## config.mk

```make
export PLATFORM = sky130hd
export DESIGN_NAME = overcurrent_and_sense_amp_config
export DESIGN_NICKNAME = d
export VERILOG_FILES = /design/src/rtl/ocp_pkg.sv /design/src/rtl/prot_if.sv /design/src/rtl/overcurrent_filter.sv /design/src/rtl/retry_timer.sv /design/src/rtl/overcurrent_and_sense_amp_config.sv
export SDC_FILE = /design/constraint.sdc
export NUM_CORES = 1
export LEC_CHECK = 0
export ABC_AREA = 1
export BUFFER_PORTS_ARGS = -buffer_cell sky130_fd_sc_hd__buf_2
export CAP_MARGIN = 5
export CORE_MARGIN = 3
export CORE_UTILIZATION = 45
export CTS_CLUSTER_SIZE = 20
export DETAILED_ROUTE_END_ITERATION = 10
export GPL_TIMING_DRIVEN = 0
export PLACE_DENSITY = 0.69
export SETUP_SLACK_MARGIN = 0.02
export SYNTH_ARGS = -nofsm -noshare
export SYNTH_HDL_FRONTEND = slang
export SYNTH_SLANG_ARGS = --single-unit
```

## constraint.sdc

```tcl
create_clock -name clk -period 2.4 [get_ports clk]
set_input_delay 0.24 -clock clk [delete_from_list [all_inputs] [get_ports clk]]
set_output_delay 0.24 -clock clk [all_outputs]
set_load 0.01 [all_outputs]
```

## src/rtl/ocp_pkg.sv

```systemverilog
package ocp_pkg;
  // clock and timing
  localparam int CLK_NS = 100;
  localparam int RETRY_LONG_MS = 4;
  localparam int RETRY_SHORT_US = 50;
  localparam int RETRY_LONG_CYC =
    (RETRY_LONG_MS * 1000000 + CLK_NS - 1) / CLK_NS;
  localparam int RETRY_SHORT_CYC =
    (RETRY_SHORT_US * 1000 + CLK_NS - 1) / CLK_NS;
  localparam int DEG_STEP_US = 2;
  localparam int DEG_STEP_CYC = (DEG_STEP_US * 1000 + CLK_NS - 1) / CLK_NS;
  localparam int DEAD_BASE_NS = 50;
  localparam int TMR_W = 16;
  localparam int DEG_W = 7;

  // bus and register indices; byte address is four times the index
  localparam int ADDR_W = 8;
  localparam int IDX_W = 6;
  localparam logic [5:0] OCP_IDX = 6'h05;
  localparam logic [5:0] AMP_IDX = 6'h06;
  localparam logic [5:0] CTL_IDX = 6'h07;
  localparam logic [5:0] STAT_IDX = 6'h08;

  // reset values
  localparam logic [10:0] OCP_RST = 11'h159;
  localparam logic [10:0] AMP_RST = 11'h283;
  localparam logic [10:0] CTL_RST = 11'h001;
  localparam logic [10:0] CTL_MASK = 11'h001;
  // gap output in reset matches the default 100 ns code
  localparam logic [2:0] DEAD_RST = 3'h1;

  // overcurrent settings fields
  localparam int RETRY_BIT = 10;
  localparam int DEAD_LSB = 8;
  localparam int MODE_LSB = 6;
  localparam int DEG_LSB = 4;
  localparam int DSLVL_LSB = 0;

  // amplifier settings fields
  localparam int INSEL_BIT = 10;
  localparam int HALF_BIT = 9;
  localparam int LSP_BIT = 8;
  localparam int GAIN_LSB = 6;
  localparam int SDIS_BIT = 5;
  localparam int CAL_A_BIT = 4;
  localparam int CAL_B_BIT = 3;
  localparam int CAL_C_BIT = 2;
  localparam int SLVL_LSB = 0;

  // control fields
  localparam int PCC_BIT = 0;
  localparam int CLR_BIT = 1;

  typedef enum logic [1:0] {
    MODE_LATCH = 2'b00,
    MODE_RETRY = 2'b01,
    MODE_REPORT = 2'b10,
    MODE_SILENT = 2'b11
  } overcurrent_response_sel_e;

  typedef enum logic [2:0] {
    ST_CLEAR = 3'b001,
    ST_LATCHED = 3'b010,
    ST_RETRY = 3'b100
  } fault_state_e;

  function automatic logic [10:0] merge11(input logic [10:0] old,
                                          input logic [31:0] d,
                                          input logic [3:0] s);
    merge11 = old;
    if (s[0]) merge11[7:0] = d[7:0];
    if (s[1]) merge11[10:8] = d[10:8];
  endfunction : merge11

  function automatic logic [DEG_W-1:0] deg_cycles(input logic [1:0] sel);
    deg_cycles = DEG_W'((int'(sel) + 1) * DEG_STEP_CYC);
  endfunction : deg_cycles

  // gaps below one clock period still take one whole cycle
  function automatic logic [2:0] dead_cycles(input logic [1:0] sel);
    int cyc;
    cyc = ((DEAD_BASE_NS << sel) + CLK_NS - 1) / CLK_NS;
    if (cyc < 1) cyc = 1;
    dead_cycles = 3'(cyc);
  endfunction : dead_cycles
endpackage : ocp_pkg

```

## src/rtl/prot_if.sv

```systemverilog
`timescale 1ns/10ps
`default_nettype none
interface prot_if;
  logic [1:0] filter_sel;
  logic [1:0] raw;
  wire logic [1:0] filtered;
  logic retry_sel;
  logic start;
  logic stop;
  logic expired;
  logic running;
  modport filt (input filter_sel, input raw, output filtered);
  modport tmr (input retry_sel, input start, input stop,
               output expired, output running);
  modport ctl (output filter_sel, output raw, input filtered,
               output retry_sel, output start, output stop,
               input expired, input running);
endinterface : prot_if
`default_nettype wire

```

## src/rtl/overcurrent_filter.sv

```systemverilog
`timescale 1ns/10ps
`default_nettype none
module overcurrent_filter (
  // clock and reset
  input wire logic clk,
  input wire logic nrst,
  // selection and comparators
  prot_if.filt pif
);
  import ocp_pkg::*;

  logic [DEG_W-1:0] thr;
  assign thr = deg_cycles(pif.filter_sel);

  for (genvar i = 0; i < 2; i++) begin : g_ch
    logic [DEG_W-1:0] cnt_r;
    logic [DEG_W-1:0] cnt_nxt;
    // any drop restarts the count, so chatter never trips
    assign cnt_nxt = !pif.raw[i] ? '0 :
                     (cnt_r >= thr) ? cnt_r : cnt_r + 7'h01;
    assign pif.filtered[i] = cnt_r >= thr;
    always_ff @(posedge clk or negedge nrst) begin
      if (!nrst) begin
        cnt_r <= '0;
      end else begin
        cnt_r <= cnt_nxt;
      end
    end

  end
endmodule : overcurrent_filter
`default_nettype wire

```

## src/rtl/retry_timer.sv

```systemverilog
`timescale 1ns/10ps
`default_nettype none
module retry_timer #(
  parameter int LONG_CYC = ocp_pkg::RETRY_LONG_CYC
) (
  // clock and reset
  input wire logic clk,
  input wire logic nrst,
  // start, stop and expiry
  prot_if.tmr pif
);
  import ocp_pkg::*;

  logic [TMR_W-1:0] cnt_r;
  logic [TMR_W-1:0] cnt_nxt;
  logic [TMR_W-1:0] load;

  assign load = pif.retry_sel ? TMR_W'(RETRY_SHORT_CYC) : TMR_W'(LONG_CYC);
  assign cnt_nxt = pif.start ? load :
                   pif.stop ? '0 :
                   (cnt_r != '0) ? cnt_r - 16'h0001 : cnt_r;
  assign pif.expired = cnt_r == 16'h0001;
  assign pif.running = cnt_r != '0;

  always_ff @(posedge clk or negedge nrst) begin
    if (!nrst) begin
      cnt_r <= '0;
    end else begin
      cnt_r <= cnt_nxt;
    end
  end
endmodule : retry_timer
`default_nettype wire

```

## src/rtl/overcurrent_and_sense_amp_config.sv

```systemverilog
// How it works
// - retry interval 4 ms, or 50 us
// - crossover gap 50/100/200/400 ns, default 100
// - mode 00 latches fault until cleared
// - mode 01 fault clears after retry interval
// - mode 10 reports, drivers untouched
// - mode 11 neither reports nor acts
// - overcurrent must persist 2/4/6/8 us
// - shunt trip level select, default 1 V
// - switch node input forces sense path bit
// - reference halving bit, default halved
// - sense path bit picks plus or minus pin
// - gain 5/10/20/40, default 20
// - shunt fault disable bit masks shunt trips
// - calibrate bits short each amplifier input
// - amplifier register only on amplifier variants
// - both registers read back last write
// - per cycle clear ends retry on pwm
`timescale 1ns/10ps
`default_nettype none
module overcurrent_and_sense_amp_config #(
  parameter logic HAS_AMPS = 1'b1,
  parameter int RETRY_LONG_CYC = ocp_pkg::RETRY_LONG_CYC
) (
  // clock and reset
  input wire logic clk,
  input wire logic nrst,
  // apb slave
  input wire logic psel,
  input wire logic penable,
  input wire logic pwrite,
  input wire logic [ocp_pkg::ADDR_W-1:0] paddr,
  input wire logic [31:0] pwdata,
  input wire logic [3:0] pstrb,
  output logic [31:0] prdata,
  output logic pready,
  output logic pslverr,
  // comparators and pwm
  input wire logic drain_source_overcurrent,
  input wire logic shunt_overcurrent,
  input wire logic pwm_input_event,
  // protection outputs
  output logic fault_report,
  output logic drivers_off,
  output logic [2:0] dead_gap_cycles,
  output logic [3:0] drain_source_trip_sel,
  // amplifier settings
  output logic amp_input_select,
  output logic ref_halve,
  output logic low_side_sense_path,
  output logic [1:0] amp_gain_sel,
  output logic amp_a_calibrate,
  output logic amp_b_calibrate,
  output logic amp_c_calibrate,
  output logic [1:0] shunt_trip_sel,
  output logic shunt_fault_disable
);
  import ocp_pkg::*;

  // bus decode
  logic setup;
  logic access;
  logic wr;
  logic aligned;
  logic [IDX_W-1:0] idx;
  logic hit_ocp;
  logic hit_amp;
  logic hit_ctl;
  logic hit_st;
  logic mapped;

  assign setup = psel & ~penable;
  assign access = psel & penable;
  assign wr = access & pwrite;
  assign idx = paddr[ADDR_W-1:2];
  assign aligned = paddr[1:0] == 2'b00;
  assign hit_ocp = aligned & (idx == OCP_IDX);
  assign hit_amp = aligned & (idx == AMP_IDX) & HAS_AMPS;
  assign hit_ctl = aligned & (idx == CTL_IDX);
  assign hit_st = aligned & (idx == STAT_IDX);
  assign mapped = hit_ocp | hit_amp | hit_ctl | hit_st;
  // zero wait states; unmapped or absent registers answer with an error
  assign pready = 1'b1;
  assign pslverr = access & ~mapped;

  // register storage
  logic [10:0] ocp_r;
  logic [10:0] ocp_nxt;
  logic [10:0] amp_r;
  logic [10:0] amp_nxt;
  logic [10:0] amp_wr;
  logic [10:0] amp_fix;
  logic [10:0] ctl_r;
  logic [10:0] ctl_nxt;
  logic clear_req;
  logic per_cycle_clear;

  assign ocp_nxt = (wr & hit_ocp) ? merge11(ocp_r, pwdata, pstrb) : ocp_r;
  assign amp_wr = merge11(amp_r, pwdata, pstrb);
  // the sense path bit is forced to one on every write that sets the input select
  assign amp_fix = amp_wr | (11'(amp_wr[INSEL_BIT]) << LSP_BIT);
  assign amp_nxt = (wr & hit_amp) ? amp_fix : amp_r;
  assign ctl_nxt = (wr & hit_ctl) ?
                   (merge11(ctl_r, pwdata, pstrb) & CTL_MASK) : ctl_r;
  // clear is a strobe and is never stored, so it reads back as zero
  assign clear_req = wr & hit_ctl & pstrb[0] & pwdata[CLR_BIT];
  assign per_cycle_clear = ctl_r[PCC_BIT];

  always_ff @(posedge clk or negedge nrst) begin
    if (!nrst) begin
      ocp_r <= OCP_RST;
      amp_r <= AMP_RST;
      ctl_r <= CTL_RST;
    end else begin
      ocp_r <= ocp_nxt;
      amp_r <= amp_nxt;
      ctl_r <= ctl_nxt;
    end
  end

  // protection datapath
  prot_if pif ();
  overcurrent_response_sel_e mode;
  fault_state_e st_r;
  fault_state_e st_nxt;
  logic trip;
  logic retry_done;
  logic drivers_r;
  logic report_r;
  logic [2:0] dead_gap_r;

  assign mode = overcurrent_response_sel_e'(ocp_r[MODE_LSB +: 2]);
  assign pif.filter_sel = ocp_r[DEG_LSB +: 2];
  assign pif.raw = {shunt_overcurrent, drain_source_overcurrent};
  assign pif.retry_sel = ocp_r[RETRY_BIT];
  // shunt trips are dropped when disabled or when no amplifiers exist
  assign trip = pif.filtered[0] |
                (pif.filtered[1] & ~amp_r[SDIS_BIT] & HAS_AMPS);
  assign retry_done = pif.expired | (per_cycle_clear & pwm_input_event);

  overcurrent_filter u_filter (
    .clk(clk),
    .nrst(nrst),
    .pif(pif.filt)
  );

  retry_timer #(
    .LONG_CYC(RETRY_LONG_CYC)
  ) u_timer (
    .clk(clk),
    .nrst(nrst),
    .pif(pif.tmr)
  );

  // a trip still present at the end of a retry rearms the timer, so the
  // drivers are never released for a single cycle
  always_comb begin
    st_nxt = st_r;
    case (st_r)
      ST_CLEAR: begin
        if (trip && mode == MODE_LATCH) st_nxt = ST_LATCHED;
        else if (trip && mode == MODE_RETRY) st_nxt = ST_RETRY;
      end
      ST_LATCHED: begin
        if (mode != MODE_LATCH || (clear_req && !trip)) st_nxt = ST_CLEAR;
      end
      ST_RETRY: begin
        if (mode != MODE_RETRY || (retry_done && !trip)) st_nxt = ST_CLEAR;
      end
      default: begin
        st_nxt = ST_CLEAR;
      end
    endcase
  end

  assign pif.start = trip & (mode == MODE_RETRY) &
                     ((st_r == ST_CLEAR) | ((st_r == ST_RETRY) & retry_done));
  assign pif.stop = (st_r == ST_RETRY) & (st_nxt == ST_CLEAR);

  always_ff @(posedge clk or negedge nrst) begin
    if (!nrst) begin
      st_r <= ST_CLEAR;
      drivers_r <= 1'b0;
      report_r <= 1'b0;
      dead_gap_r <= DEAD_RST;
    end else begin
      st_r <= st_nxt;
      drivers_r <= st_nxt != ST_CLEAR;
      report_r <= (st_nxt != ST_CLEAR) | ((mode == MODE_REPORT) & trip);
      dead_gap_r <= dead_cycles(ocp_r[DEAD_LSB +: 2]);
    end
  end

  // read path; data is captured in the setup cycle
  logic [31:0] rd_val;
  logic [31:0] prdata_r;
  logic [6:0] stat_v;

  assign stat_v = {drivers_r, report_r, pif.filtered[1], pif.filtered[0],
                   pif.running, st_r == ST_RETRY, st_r == ST_LATCHED};
  assign rd_val = hit_ocp ? {21'h000000, ocp_r} :
                  hit_amp ? {21'h000000, amp_r} :
                  hit_ctl ? {21'h000000, ctl_r} :
                  hit_st ? {25'h0000000, stat_v} : 32'h00000000;

  always_ff @(posedge clk or negedge nrst) begin
    if (!nrst) begin
      prdata_r <= 32'h00000000;
    end else if (setup) begin
      prdata_r <= rd_val;
    end
  end

  // outputs
  assign prdata = prdata_r;
  assign fault_report = report_r;
  assign drivers_off = drivers_r;
  assign dead_gap_cycles = dead_gap_r;
  assign drain_source_trip_sel = ocp_r[DSLVL_LSB +: 4];
  assign amp_input_select = amp_r[INSEL_BIT];
  assign ref_halve = amp_r[HALF_BIT];
  assign low_side_sense_path = amp_r[LSP_BIT];
  assign amp_gain_sel = amp_r[GAIN_LSB +: 2];
  assign amp_a_calibrate = amp_r[CAL_A_BIT];
  assign amp_b_calibrate = amp_r[CAL_B_BIT];
  assign amp_c_calibrate = amp_r[CAL_C_BIT];
  assign shunt_trip_sel = amp_r[SLVL_LSB +: 2];
  assign shunt_fault_disable = amp_r[SDIS_BIT];
endmodule : overcurrent_and_sense_amp_config
`default_nettype wire

```

==> reports/qor.yml, run 1 <==
logic_synthesis:
  synth_seq_area_share: 0.402
  synth.most_common_cell: "nand2_1"
  async_flop_share: 1.00
  synth_commonest_cells: "nand2_1 (123), inv_1 (83), dfrtp_1 (60), nor2_1 (40), o21ai_0 (38)"
  yosysUniqueCellTypes: 41
  synth_edf_count: 0
  synthTopCellsByArea: "dfrtp_1 (33%), nand2_1 (10%), ha_1 (7.2%)"
  ys_warn_count: 0
  netlist.area_leader.share: 0.333
  synth_area_sq_um: 4510
  synth_top_cell_by_area: "dfrtp_1"
  synth_seq_cells: 72
  syn_inst: 558
  synth_ff_type: "dfrtp_1"
  syn_avg_cell_area_sq_um: 8.09
cts:
  clkLatencyLatePin_ns: 0.35
  numCtsBuffers: 9
  ctsHtreeMaxLevel: 3
  clockBufferDepth: 2
  ctsHoldBuffers: 0
  clk_pin_slew_ns: 0.08
  cts_tree: "built"
  clkSinkCount: 72
  cts_root_buf: "clkbuf_8"
global_route:
  grt_max_degree: 73
  grt_pass1_wl_microns: 17500
  grt_pass1_vias: 3793
  grt-ovfl-total: 0
  grt_usage: 0.191
  antenna_found_initial: 0
critical_path:
  path_max_fanout: 7
  endpoint_kind: "flop"
  startpoint_type: "flop"
  cp.required_ns: 2.65
  path_class: "reg2reg"
  arrival_ns: 2.54
power_and_ir_drop:
  power_density_nw_per_um2: 430
  ir_drop_uv: 286
  power_leakage_uw: 0.00286
floorplanning:
  fp.coreArea_sq_um: 9500
  ios: 106
  chipWidth_microns: 106
  start_util: 0.475
  row_count: 35
  dieArea_sq_um: 11300
  die_h_microns: 106
drt:
  wirelength_microns: 10400
  via_per_inst: 4.83
  antenna_left: 0
  routedWlPerCell_microns: 13.1
  drt_pass1_iterations: 4
  vias: 3819
  drcViolationCount: 0
  drt-initial-drc-count: 152
sta:
  fmax_mhz: 436
  hold_ws_ns: -0.0188
  period_needed_ns: 2.30
  fin_ws_ns: 0.105
  fin_skew_ns: 0.00977
  period_share: 0.956
  tightest_slew_ns: 0.927
  max-slew-margin-rel: 0.382
  finalHoldViolCount: 5
  timing_max_transition_violations_final: 0
  fin_tns_setup_ns: 0
  setup_violations: 0
finish:
  final_cell_area_sq_um: 5440
  final_nets: 734
  diodes: 0
  drive_gt1_frac: 0.283
  n_fill_cell: 848
  syn2layout_area_growth_pct: 20.6
outcome:
  outcome: "finished, violations left"
  violations: "hold timing"
placement:
  place_ws_ns: -0.131
  hpwl_microns: 7520
  place_area_sq_um: 5050
  port_buffers: 59
  place_congestion: 0.816
flow_run:
  max_cap_violations: 0
worst_hold_path:
  hold_path.class: "in2async"
cell type report:
| type | instances | area [sq um] | share of cell area |
|---|---|---|---|
| well taps | 129 | 161 | 0.0297 |
| multi-input cells | 388 | 2340 | 0.430 |
| clock buffers | 10 | 138 | 0.0253 |
| inverters | 85 | 319 | 0.0586 |
| repair buffers | 67 | 375 | 0.0690 |
| flip-flops and latches | 72 | 1820 | 0.334 |
| plain buffers | 33 | 245 | 0.0451 |
| clock inverters | 6 | 45.0 | 0.00828 |
metrics by stage:
| step | total power (uW) | util | cells |
|---|---|---|---|
| 5_1_grt | 2450 | 0.573 | 790 |
| 4_1_cts | 2360 | 0.557 | 786 |
| 2_1_floorplan | 1390 | - | 578 |
| 3_3_place_gp | 1460 | 0.531 | 766 |
| 3_5_place_dp | 1470 | 0.531 | 766 |
| 6_report | 2340 | 0.573 | 790 |
worst paths after layout:
path / startpoint / to / slack [ns] / cells past startpoint
worst max-delay path: ocp_r[4] / fault_report / 0.10 / 15
worst min-delay path: nrst / prdata[2] / -0.02 / 1
worst max register to register: ocp_r[4] / fault_report / 0.10 / 15
worst min register to register: prdata[4] / prdata[4] / 0.49 / 2
max in group asynchronous: nrst / u_timer.cnt_r[3] / 1.78 / 1
min in group clk: pwdata[7] / amp_r[7] / 0.12 / 3
power by group:
group	switching, uW	leakage [uW]	internal (uW)
clock	490	0.0000845	404
sequential	14.6	0.000904	1230
combinational	124	0.00187	77.6
sequential cells by signal, summed over array words and instances, names as in the netlist:
| register | flops |
|---|---|
| u_timer.cnt_r | 16 |
| u_filter.g_ch.cnt_r | 14 |
| amp_r | 11 |
| ocp_r | 11 |
| prdata | 11 |
| dead_gap_cycles | 3 |
| st_r | 3 |
| ctl_r | 1 |
| drivers_off | 1 |
| fault_report | 1 |
per-layer routing:
metal  wire [microns]  vias to the layer above  global-route usage
li1                 -                     1935                   -
met1             4560                     1757               0.242
met2             5090                      108               0.329
met3              506                       19              0.0328
met4              221                        0              0.0638
met5                0                        -                   0
worst max-delay path, stage by stage (launching register included):
cell	delay, ns
dfstp_2	0.59
ha_4	0.24
ha_4	0.22
nand2_2	0.08
nor2_1	0.05
nand2_1	0.11
nand2_2	0.08
nor2_4	0.14
nand2_4	0.10
buf_4	0.15
inv_1	0.04
nand2_1	0.06
nand3_2	0.07
nand2_2	0.08
nor2_4	0.12
nand2_1	0.06
cell usage in the layout, fill, tap and decap left out, drive strengths merged, types with 2 or more instances in the layout:
| cell | instances |
|---|---|
| nor3 | 15 |
| ha | 26 |
| inv | 84 |
| conb | 22 |
| buf | 98 |
| nor4 | 3 |
| clkinv | 4 |
| dfrtp | 60 |
| clkinvlp | 3 |
| o211ai | 6 |
| dfstp | 12 |
| clkbuf | 12 |
| a21oi | 18 |
| nand4 | 9 |
| nand2 | 134 |
| o21ai | 44 |
| xnor2 | 3 |
| nor2 | 53 |
| xor2 | 11 |
| nand3 | 34 |
| nand3b | 2 |
timing repair:
item,in CTS,in global routing
setup buffers,4,3
endpoints found under the setup margin,19,24
pin swaps,2,9
gates resized for setup,4,19
gates cloned,0,1
cells by family (layout without fill, tap and decap cells):
family | after synthesis | in the layout | synth area share
adders and majority gates | 26 | 26 | 0.0721
other | 2 | 22 | 0.00166
xor gates and xnor gates | 14 | 14 | 0.0272
and+or+nand+nor | 252 | 252 | 0.282
DFF | 72 | 72 | 0.402
buffers and inverters | 118 | 201 | 0.124
AOI/OAI and AO/OA | 74 | 74 | 0.0906
Power figures use the tool's default switching activity.
==> run 2, diff against run 1 <==
--- a/config.mk
+++ b/config.mk
@@ -5,7 +5,6 @@
 export SDC_FILE = /design/constraint.sdc
 export NUM_CORES = 1
 export LEC_CHECK = 0
-export ABC_AREA = 1
 export BUFFER_PORTS_ARGS = -buffer_cell sky130_fd_sc_hd__buf_2
 export CAP_MARGIN = 5
 export CORE_MARGIN = 3
==> run 2 against run 1 <==
Net effect: the flow finishes with violations (setup timing); global-route usage increased by 1.9 points; via count decreased by 6.3%; die area decreased by 2.8%; non-clock buffer count increased by 13; first-iteration DRC count increased by 59%; cell area increased by 4.4%; area after synthesis decreased by 3.0%; register-to-register slack got worse by 0.14 ns; flip-flop and latch count unchanged; setup slack got worse by 0.14 ns; core utilization increased by 3.4 points; largest cell class unchanged; largest power group unchanged; highest routed layer unchanged.
==> reports/qor.yml, run 2 <==
logic_synthesis:
  syn_avg_cell_area_sq_um: 10.5  # was 8.09 sq um
  synth_seq_cells: 72  # unchanged
  synth.most_common_cell: "dfrtp_1"  # was nand2_1
  ys_warn_count: 0  # unchanged
  netlist.area_leader.share: 0.343  # was 0.333
  synth_seq_area_share: 0.415  # was 0.402
  yosysUniqueCellTypes: 73  # was 41
  synthTopCellsByArea: "dfrtp_1 (34%), ha_1 (7.4%), dfstp_2 (7.2%)"  # was dfrtp_1 (33%), nand2_1 (10%), ha_1 (7.2%)
  synth_commonest_cells: "dfrtp_1 (60), nand2_1 (36), buf_4 (28), ha_1 (26), nor2_1 (23)"  # was nand2_1 (123), inv_1 (83), dfrtp_1 (60), nor2_1 (40), o21ai_0 (38)
  synth_ff_type: "dfrtp_1"  # unchanged
  syn_inst: 418  # was 558
  async_flop_share: 1.00  # unchanged
  synth_top_cell_by_area: "dfrtp_1"  # unchanged
  synth_edf_count: 0  # unchanged
  synth_area_sq_um: 4380  # was 4510 sq um
sta:
  fin_skew_ns: 0.00840  # was 0.00977 ns
  period_needed_ns: 2.43  # was 2.30 ns
  tightest_slew_ns: 0.917  # was 0.927 ns
  fmax_mhz: 411  # was 436 MHz
  max-slew-margin-rel: 0.388  # was 0.382
  finalHoldViolCount: 0  # was 5
  fin_ws_ns: -0.0314  # was 0.105 ns
  rsz0062_at_grt: "yes"
  timing_max_transition_violations_final: 0  # unchanged
  hold_ws_ns: 0.0154  # was -0.0188 ns
  fin_tns_setup_ns: -0.221  # was 0 ns
  period_share: 1.01  # was 0.956
  setup_violations: 10  # was 0
floorplanning:
  ios: 106  # unchanged
  fp.coreArea_sq_um: 9370  # was 9500 sq um
  row_count: 35  # unchanged
  die_h_microns: 105  # was 106 microns
  chipWidth_microns: 105  # was 106 microns
  dieArea_sq_um: 11000  # was 11300 sq um
  start_util: 0.467  # was 0.475
global_route:
  grt-ovfl-total: 0  # unchanged
  grt_usage: 0.210  # was 0.191
  grt_max_degree: 73  # unchanged
  grt_pass1_wl_microns: 18700  # was 17500 microns
  grt_pass1_vias: 3748  # was 3793
  antenna_found_initial: 0  # unchanged
finish:
  largest_register: "u_timer.cnt_r"  # unchanged
  fin_cells: 660  # was 790
  mostFrequentLayoutCells: "buf_2 (61), dfrtp_1 (60), buf_4 (40)"  # was nand2_1 (118), inv_1 (82), buf_2 (62)
  largest_reg_flops: 16  # unchanged
  reg_top3: "u_timer.cnt_r (16), u_filter.g_ch.cnt_r (14)"  # unchanged
  final_common_cell: "buf_2"  # was nand2_1
  n_fill_cell: 822  # was 848
  final_nets: 604  # was 734
  drive_gt1_frac: 0.399  # was 0.283
  diodes: 0  # unchanged
  syn2layout_area_growth_pct: 29.7  # was 20.6%
placement:
  place_congestion: 0.791  # was 0.816
  place_inst: 627  # was 766
  hpwl_microns: 7280  # was 7520 microns
  port_buffers: 60  # was 59
flow_run:
  max_cap_violations: 0  # unchanged
drt:
  routed.top_layer: "met4"  # unchanged
  antenna_left: 0  # unchanged
  via_per_inst: 5.42  # was 4.83
  drt_pass1_iterations: 5  # was 4
  drcViolationCount: 0  # unchanged
  vias: 3578  # was 3819
  met1_length_microns: 4760  # was 4560 microns
  routedWlPerCell_microns: 17.0  # was 13.1 microns
  wirelength_microns: 11200  # was 10400 microns
  drt-initial-drc-count: 242  # was 152
  met2_length_microns: 5760  # was 5090 microns
  wl_met3_microns: 492  # was 506 microns
critical_path:
  path_class: "reg2reg"  # unchanged
  worstReg2RegEnd: "u_timer.cnt_r[3]"  # was fault_report
  reg2reg_from: "u_timer.cnt_r[11]"  # was ocp_r[4]
  startpoint_type: "flop"  # unchanged
  crit_chain: "buf_6 -> nor4_1 -> nand4_2 -> and2_2 -> a21oi_2 -> a211oi_1"  # was ha_4 -> ha_4 -> nand2_2 -> nor2_1 -> nand2_1 -> nand2_2 -> nor2_4 -> nand2_4 -> buf_4 -> inv_1 -> nand2_1 -> nand3_2 -> nand2_2 -> nor2_4 -> nand2_1
  endpoint_kind: "flop"  # unchanged
  cp.buffers_inverters: 1  # was 2
  arrival_ns: 2.63  # was 2.54 ns
  r2r_cells: 6  # was 15
  path_max_fanout: 7  # unchanged
  cpPeakStageDelay_ns: 0.59  # about the same
  cp.required_ns: 2.60  # was 2.65 ns
  r2r_slack_ns: -0.03  # was 0.10 ns
  path_delay_family: "simple AND/OR/NAND/NOR gates"  # unchanged
  slowest_stage: "a21oi_2"  # was dfstp_2
cts:
  cts_tree: "built"  # unchanged
  ctsHoldBuffers: 0  # unchanged
  cts_root_buf: "clkbuf_8"  # unchanged
  numCtsBuffers: 9  # unchanged
  clockBufferDepth: 2  # unchanged
  ctsHtreeMaxLevel: 3  # unchanged
  clkSinkCount: 72  # unchanged
  clkLatencyLatePin_ns: 0.35  # about the same
  clk_pin_slew_ns: 0.08  # about the same
power_and_ir_drop:
  power_leakage_uw: 0.00262  # was 0.00286 uW
  ir_drop_uv: 459  # was 286 uV
  power_density_nw_per_um2: 655  # was 430 nW/um^2
worst_hold_path:
  hold_path.class: "in2async"  # unchanged
outcome:
  outcome: "finished, violations left"  # unchanged
  violations: "setup timing"  # was hold timing
[run 2: worst max path at each step]
stage	startpoint	end	slack (ns)	cells after the start
finish	u_timer.cnt_r[11]	u_timer.cnt_r[3]	-0.03	6
global route	u_timer.cnt_r[11]	u_timer.cnt_r[3]	-0.14	6
CTS	ocp_r[4]	u_timer.cnt_r[5]	-0.0007	8
detailed placement	ocp_r[4]	u_timer.cnt_r[8]	-0.20	8
global placement	ocp_r[4]	u_timer.cnt_r[11]	-0.19	8
floorplan	ocp_r[4]	u_timer.cnt_r[10]	0.04	8
[run 2: per-stage QoR]
| stage | cell area, sq um | power (uW) | setup slack (ns) | util |
|---|---|---|---|---|
| 3_3_place_gp | 4940 | 2300 | -0.187 | 0.527 |
| 4_1_cts | 5530 | 3650 | -0.000711 | 0.590 |
| 3_5_place_dp | 4940 | 2330 | -0.198 | 0.527 |
| 2_1_floorplan | 4480 | 2140 | 0.0423 | - |
| 5_1_grt | 5680 | 3930 | -0.142 | 0.606 |
| 6_report | 5680 | 3720 | -0.0314 | 0.606 |
[run 2: what timing repair did]
action,in CTS,in global routing
resized for setup,31,24
setup buffers,14,2
cloned,2,0
setup endpoints to repair,24,29
endpoints found under the hold margin,0,0
pin swaps,20,24
[run 2: final cells by class]
| class | count | area [sq um] | area share |
|---|---|---|---|
| Timing Repair Buffer | 76 | 467 | 0.0821 |
| Buffer | 37 | 284 | 0.0500 |
| Multi-Input combinational cell | 310 | 2620 | 0.462 |
| Tap cell | 129 | 161 | 0.0284 |
| Sequential cell | 72 | 1820 | 0.320 |
| Clock buffer | 11 | 151 | 0.0266 |
| Clock inverter | 5 | 103 | 0.0181 |
| Inverter | 20 | 75.1 | 0.0132 |
[run 2: logic make-up after synthesis]
group	Yosys count	synth area share
flops	72	0.415
compound gates	84	0.143
mux	27	0.0680
simple gates	134	0.187
fa+ha+maj	26	0.0743
xor+xnor	16	0.0320
buf+inv	57	0.0785
other cells	2	0.00171
[run 2: routing by layer]
metal  track usage  vias to the layer above
li1              -                     1688
met1         0.269                     1775
met2         0.362                       98
met3        0.0439                       17
met4        0.0553                        0
met5             0                        -
[run 2: where the power goes]
group / internal [uW] / switching, uW
Sequential: 1350 / 192
Combinational: 487 / 472
Clock: 746 / 474
[run 2: worst register-to-register path: stages (launching register included)]
cell      delay (ns)
dfrtp_1         0.39
buf_6           0.14
nor4_1          0.57
nand4_2         0.21
and2_2          0.27
a21oi_2         0.59
a211oi_1        0.11
==> run 3, diff against run 2 <==
--- a/config.mk
+++ b/config.mk
@@ -16,4 +16,5 @@
 export SETUP_SLACK_MARGIN = 0.02
 export SYNTH_ARGS = -nofsm -noshare
 export SYNTH_HDL_FRONTEND = slang
+export SYNTH_HIERARCHICAL = 1
 export SYNTH_SLANG_ARGS = --single-unit
==> run 3 against run 2 <==
Net effect: the flow still finishes with violations (setup timing); via count increased by 2.7%; non-clock buffer count increased by 9; sequential share of layout area is 0.57 points higher; total power fell by 32%; count of clock-buffer cells in the layout rose by 2; routed wire length fell by 3.8%; highest routed layer unchanged.
==> reports/qor.yml, run 3 <==
outcome:
  outcome: "finished, violations left"  # unchanged
  violations: "setup timing"  # unchanged
cts:
  clockBufferDepth: 2  # unchanged
  clk_pin_slew_ns: 0.08  # about the same
  cts_tree: "built"  # unchanged
  clkSinkCount: 72  # unchanged
  numCtsBuffers: 9  # unchanged
  clkLatencyLatePin_ns: 0.35  # about the same
  ctsHtreeMaxLevel: 3  # unchanged
  cts_root_buf: "clkbuf_8"  # unchanged
critical_path:
  endpoint_kind: "flop"  # unchanged
  startpoint_type: "flop"  # unchanged
  cp.buffers_inverters: 4  # was 1
  reg2reg_from: "ocp_r[4]"  # was u_timer.cnt_r[11]
  cpPeakStageDelay_ns: 0.57  # was 0.59 ns
  crit_chain: "inv_2 -> ha_1 -> a21boi_1 -> o21ai_1 -> a41oi_2 -> buf_6 -> inv_4 -> inv_4 -> o21a_4 -> a21oi_4 -> nor2_4 -> or2_4 -> or3_1 -> o21ai_1"  # was buf_6 -> nor4_1 -> nand4_2 -> and2_2 -> a21oi_2 -> a211oi_1
  r2r_slack_ns: -0.42  # was -0.03 ns
  path_delay_family: "compound AO/OA/AOI/OAI gates"  # was simple AND/OR/NAND/NOR gates
  path_max_fanout: 5  # was 7
  worstReg2RegEnd: "u_timer/cnt_r[13]"  # was u_timer.cnt_r[3]
  arrival_ns: 3.09  # was 2.63 ns
  critical_path_depth: 14  # was 6
  path_class: "reg2reg"  # unchanged
  slowest_stage: "dfstp_2"  # was a21oi_2
  cp.required_ns: 2.67  # was 2.60 ns
  crit_end: "u_timer/cnt_r[13]"  # was u_timer.cnt_r[3]
  critPathLaunch: "ocp_r[4]"  # was u_timer.cnt_r[11]
  r2r_cells: 14  # was 6
logic_synthesis:
  netlist.area_leader.share: 0.340  # was 0.343
  synth_commonest_cells: "dfrtp_1 (60), nand2_1 (38), buf_4 (27), inv_1 (23)"  # was dfrtp_1 (60), nand2_1 (36), buf_4 (28), ha_1 (26), nor2_1 (23)
  synth_edf_count: 0  # unchanged
  synth.most_common_cell: "dfrtp_1"  # unchanged
  synth_seq_area_share: 0.411  # was 0.415
  synthTopCellsByArea: "dfrtp_1 (34%), dfstp_2 (7.1%), ha_1 (6.0%)"  # was dfrtp_1 (34%), ha_1 (7.4%), dfstp_2 (7.2%)
  async_flop_share: 1.00  # unchanged
  synth_ff_type: "dfrtp_1"  # unchanged
  syn_avg_cell_area_sq_um: 9.88  # was 10.5 sq um
  synth_top_cell_by_area: "dfrtp_1"  # unchanged
  synth_area_sq_um: 4420  # was 4380 sq um
  syn_inst: 447  # was 418
  yosysUniqueCellTypes: 77  # was 73
  ys_warn_count: 6  # was 0
  synth_seq_cells: 72  # unchanged
drt:
  via_per_inst: 5.30  # was 5.42
  drt-initial-drc-count: 158  # was 242
  drt_pass1_iterations: 4  # was 5
  routedWlPerCell_microns: 15.6  # was 17.0 microns
  drcViolationCount: 0  # unchanged
  wirelength_microns: 10800  # was 11200 microns
  vias: 3675  # was 3578
  antenna_left: 0  # unchanged
flow_run:
  max_cap_violations: 0  # unchanged
finish:
  largest_reg_flops: 16  # unchanged
  mostFrequentLayoutCells: "dfrtp_1 (59), buf_2 (58), buf_4 (46)"  # was buf_2 (61), dfrtp_1 (60), buf_4 (40)
  syn2layout_area_growth_pct: 26.5  # was 29.7%
  reg_top3: "u_timer/cnt_r (16), u_filter/g_ch.cnt_r (14)"  # was u_timer.cnt_r (16), u_filter.g_ch.cnt_r (14)
  largest_register: "u_timer/cnt_r"  # was u_timer.cnt_r
  fin_cells: 693  # was 660
  diodes: 0  # unchanged
  utilization: 0.596  # was 0.606
  final_common_cell: "dfrtp_1"  # was buf_2
  final_nets: 633  # was 604
  drive_gt1_frac: 0.385  # was 0.399
placement:
  port_buffers: 59  # was 60
  place_congestion: 0.854  # was 0.791
  hpwl_microns: 7620  # was 7280 microns
  place_inst: 656  # was 627
global_route:
  grt_pass1_vias: 3671  # was 3748
  grt-ovfl-total: 0  # unchanged
  grt_usage: 0.201  # was 0.210
  grt_pass1_wl_microns: 18100  # was 18700 microns
  antenna_found_initial: 0  # unchanged
  grt_max_degree: 49  # was 73
sta:
  max-slew-margin-rel: 0.315  # was 0.388
  fin_ws_ns: -0.420  # was -0.0314 ns
  rsz0062_at_grt: "yes"  # unchanged
  timing_max_transition_violations_final: 0  # unchanged
  period_share: 1.17  # was 1.01
  tightest_slew_ns: 1.03  # was 0.917 ns
  setup_violations: 20  # was 10
  period_needed_ns: 2.82  # was 2.43 ns
  fin_tns_setup_ns: -5.50  # was -0.221 ns
  fin_skew_ns: 0.0131  # was 0.00840 ns
  fmax_mhz: 355  # was 411 MHz
  finalHoldViolCount: 0  # unchanged
power_and_ir_drop:
  intPower_uw: 1860  # was 2580 uW
  p_comb_frac: 0.147  # was 0.258
  power_leakage_uw: 0.00265  # was 0.00262 uW
  seqPwrFrac: 0.511  # was 0.414
  power_density_nw_per_um2: 456  # was 655 nW/um^2
  power_switching_uw: 689  # was 1140 uW
  ir_drop_uv: 336  # was 459 uV
  clock_power_share: 0.342  # was 0.328
  switching_share: 0.271  # was 0.306
floorplanning:
  ios: 106  # unchanged
  dieArea_sq_um: 11000  # about the same
  start_util: 0.471  # was 0.467
  chipWidth_microns: 105  # about the same
  die_h_microns: 105  # about the same
  row_count: 35  # unchanged
  fp.coreArea_sq_um: 9370  # unchanged
worst_hold_path:
  hold_path.class: "in2reg"  # was in2async
[run 3: routing by layer]
metal  routed length [microns]  up-vias  GRT usage  share of wire
li1                          -     1788          -              -
met1                      4970     1771      0.277           0.46
met2                      5130      101      0.322           0.48
met3                       489       15     0.0296          0.045
met4                       190        0     0.0712          0.018
met5                         0        -          0              0
[run 3: worst register-to-register path: cells and delay by family (launching register included)]
kind | cells | cell delay [ns]
compound gates | 6 | 0.93
simple gates | 3 | 0.65
buf+inv | 4 | 0.30
flops | 1 | 0.57
fa+ha+maj | 1 | 0.28
[run 3: logic make-up (layout without fill, tap and decap cells)]
group / Yosys count / after routing / synth area share
DFF: 72 / 72 / 0.411
muxes: 27 / 27 / 0.0674
adders and majority gates: 21 / 21 / 0.0595
AOI/OAI and AO/OA: 106 / 106 / 0.166
xor gates and xnor gates: 10 / 10 / 0.0198
buffers and inverters: 64 / 161 / 0.0810
and+or+nand+nor: 145 / 145 / 0.193
other: 2 / 22 / 0.00170
[run 3: power groups by stage]
stage | Combinational, uW | Clock, uW | Sequential (uW)
6_report | 375 | 870 | 1300
5_1_grt | 418 | 949 | 1310
4_1_cts | 365 | 891 | 1300
3_5_place_dp | 337 | 0 | 1320
3_3_place_gp | 323 | 0 | 1320
2_1_floorplan | 206 | 0 | 1320
[run 3: worst min path at each step]
stage / from / end / slack, ns / depth (start not counted)
6_report: pwdata[6] / amp_r[6] / 0.12 / 2
4_1_cts: pwdata[6] / amp_r[6] / 0.11 / 2
3_3_place_gp: pwdata[6] / amp_r[6] / 0.47 / 2
3_5_place_dp: nrst / u_filter/g_ch[1].cnt_r[4] / 0.18 / 1
5_1_grt: pwdata[6] / amp_r[6] / 0.12 / 2
2_1_floorplan: nrst / amp_r[10] / -0.06 / 0
[run 3: cell type report]
type | count | area (sq um)
Fill cell | 819 | 3780
Inverter | 24 | 97.6
Clock buffer | 13 | 159
Buffer | 38 | 263
Clock inverter | 2 | 15.0
Multi-Input combinational cell | 331 | 2540
Timing Repair Buffer | 84 | 531
Sequential cell | 72 | 1820
Tap cell | 129 | 161
[run 3: timing repair]
item                                    4_1_cts  5_1_grt
endpoints found under the hold margin        18        0
endpoints found under the setup margin       20       22
gates cloned                                  1        0
pin swaps                                    12       13
buffers inserted                             16        6
gates resized for setup                      24       15
hold buffers                                  1        0
[run 3: through the flow]
step / setup slack [ns] / hold WS (ns) / total power, uW / instance area [sq um]
floorplan: -0.336 / -0.0556 / 1530 / 4590
global placement: -0.663 / 0.472 / 1640 / 5040
detailed placement: -0.683 / 0.178 / 1660 / 5070
CTS: -0.386 / 0.110 / 2560 / 5470
global route: -0.523 / 0.124 / 2670 / 5590
finish: -0.420 / 0.119 / 2550 / 5590
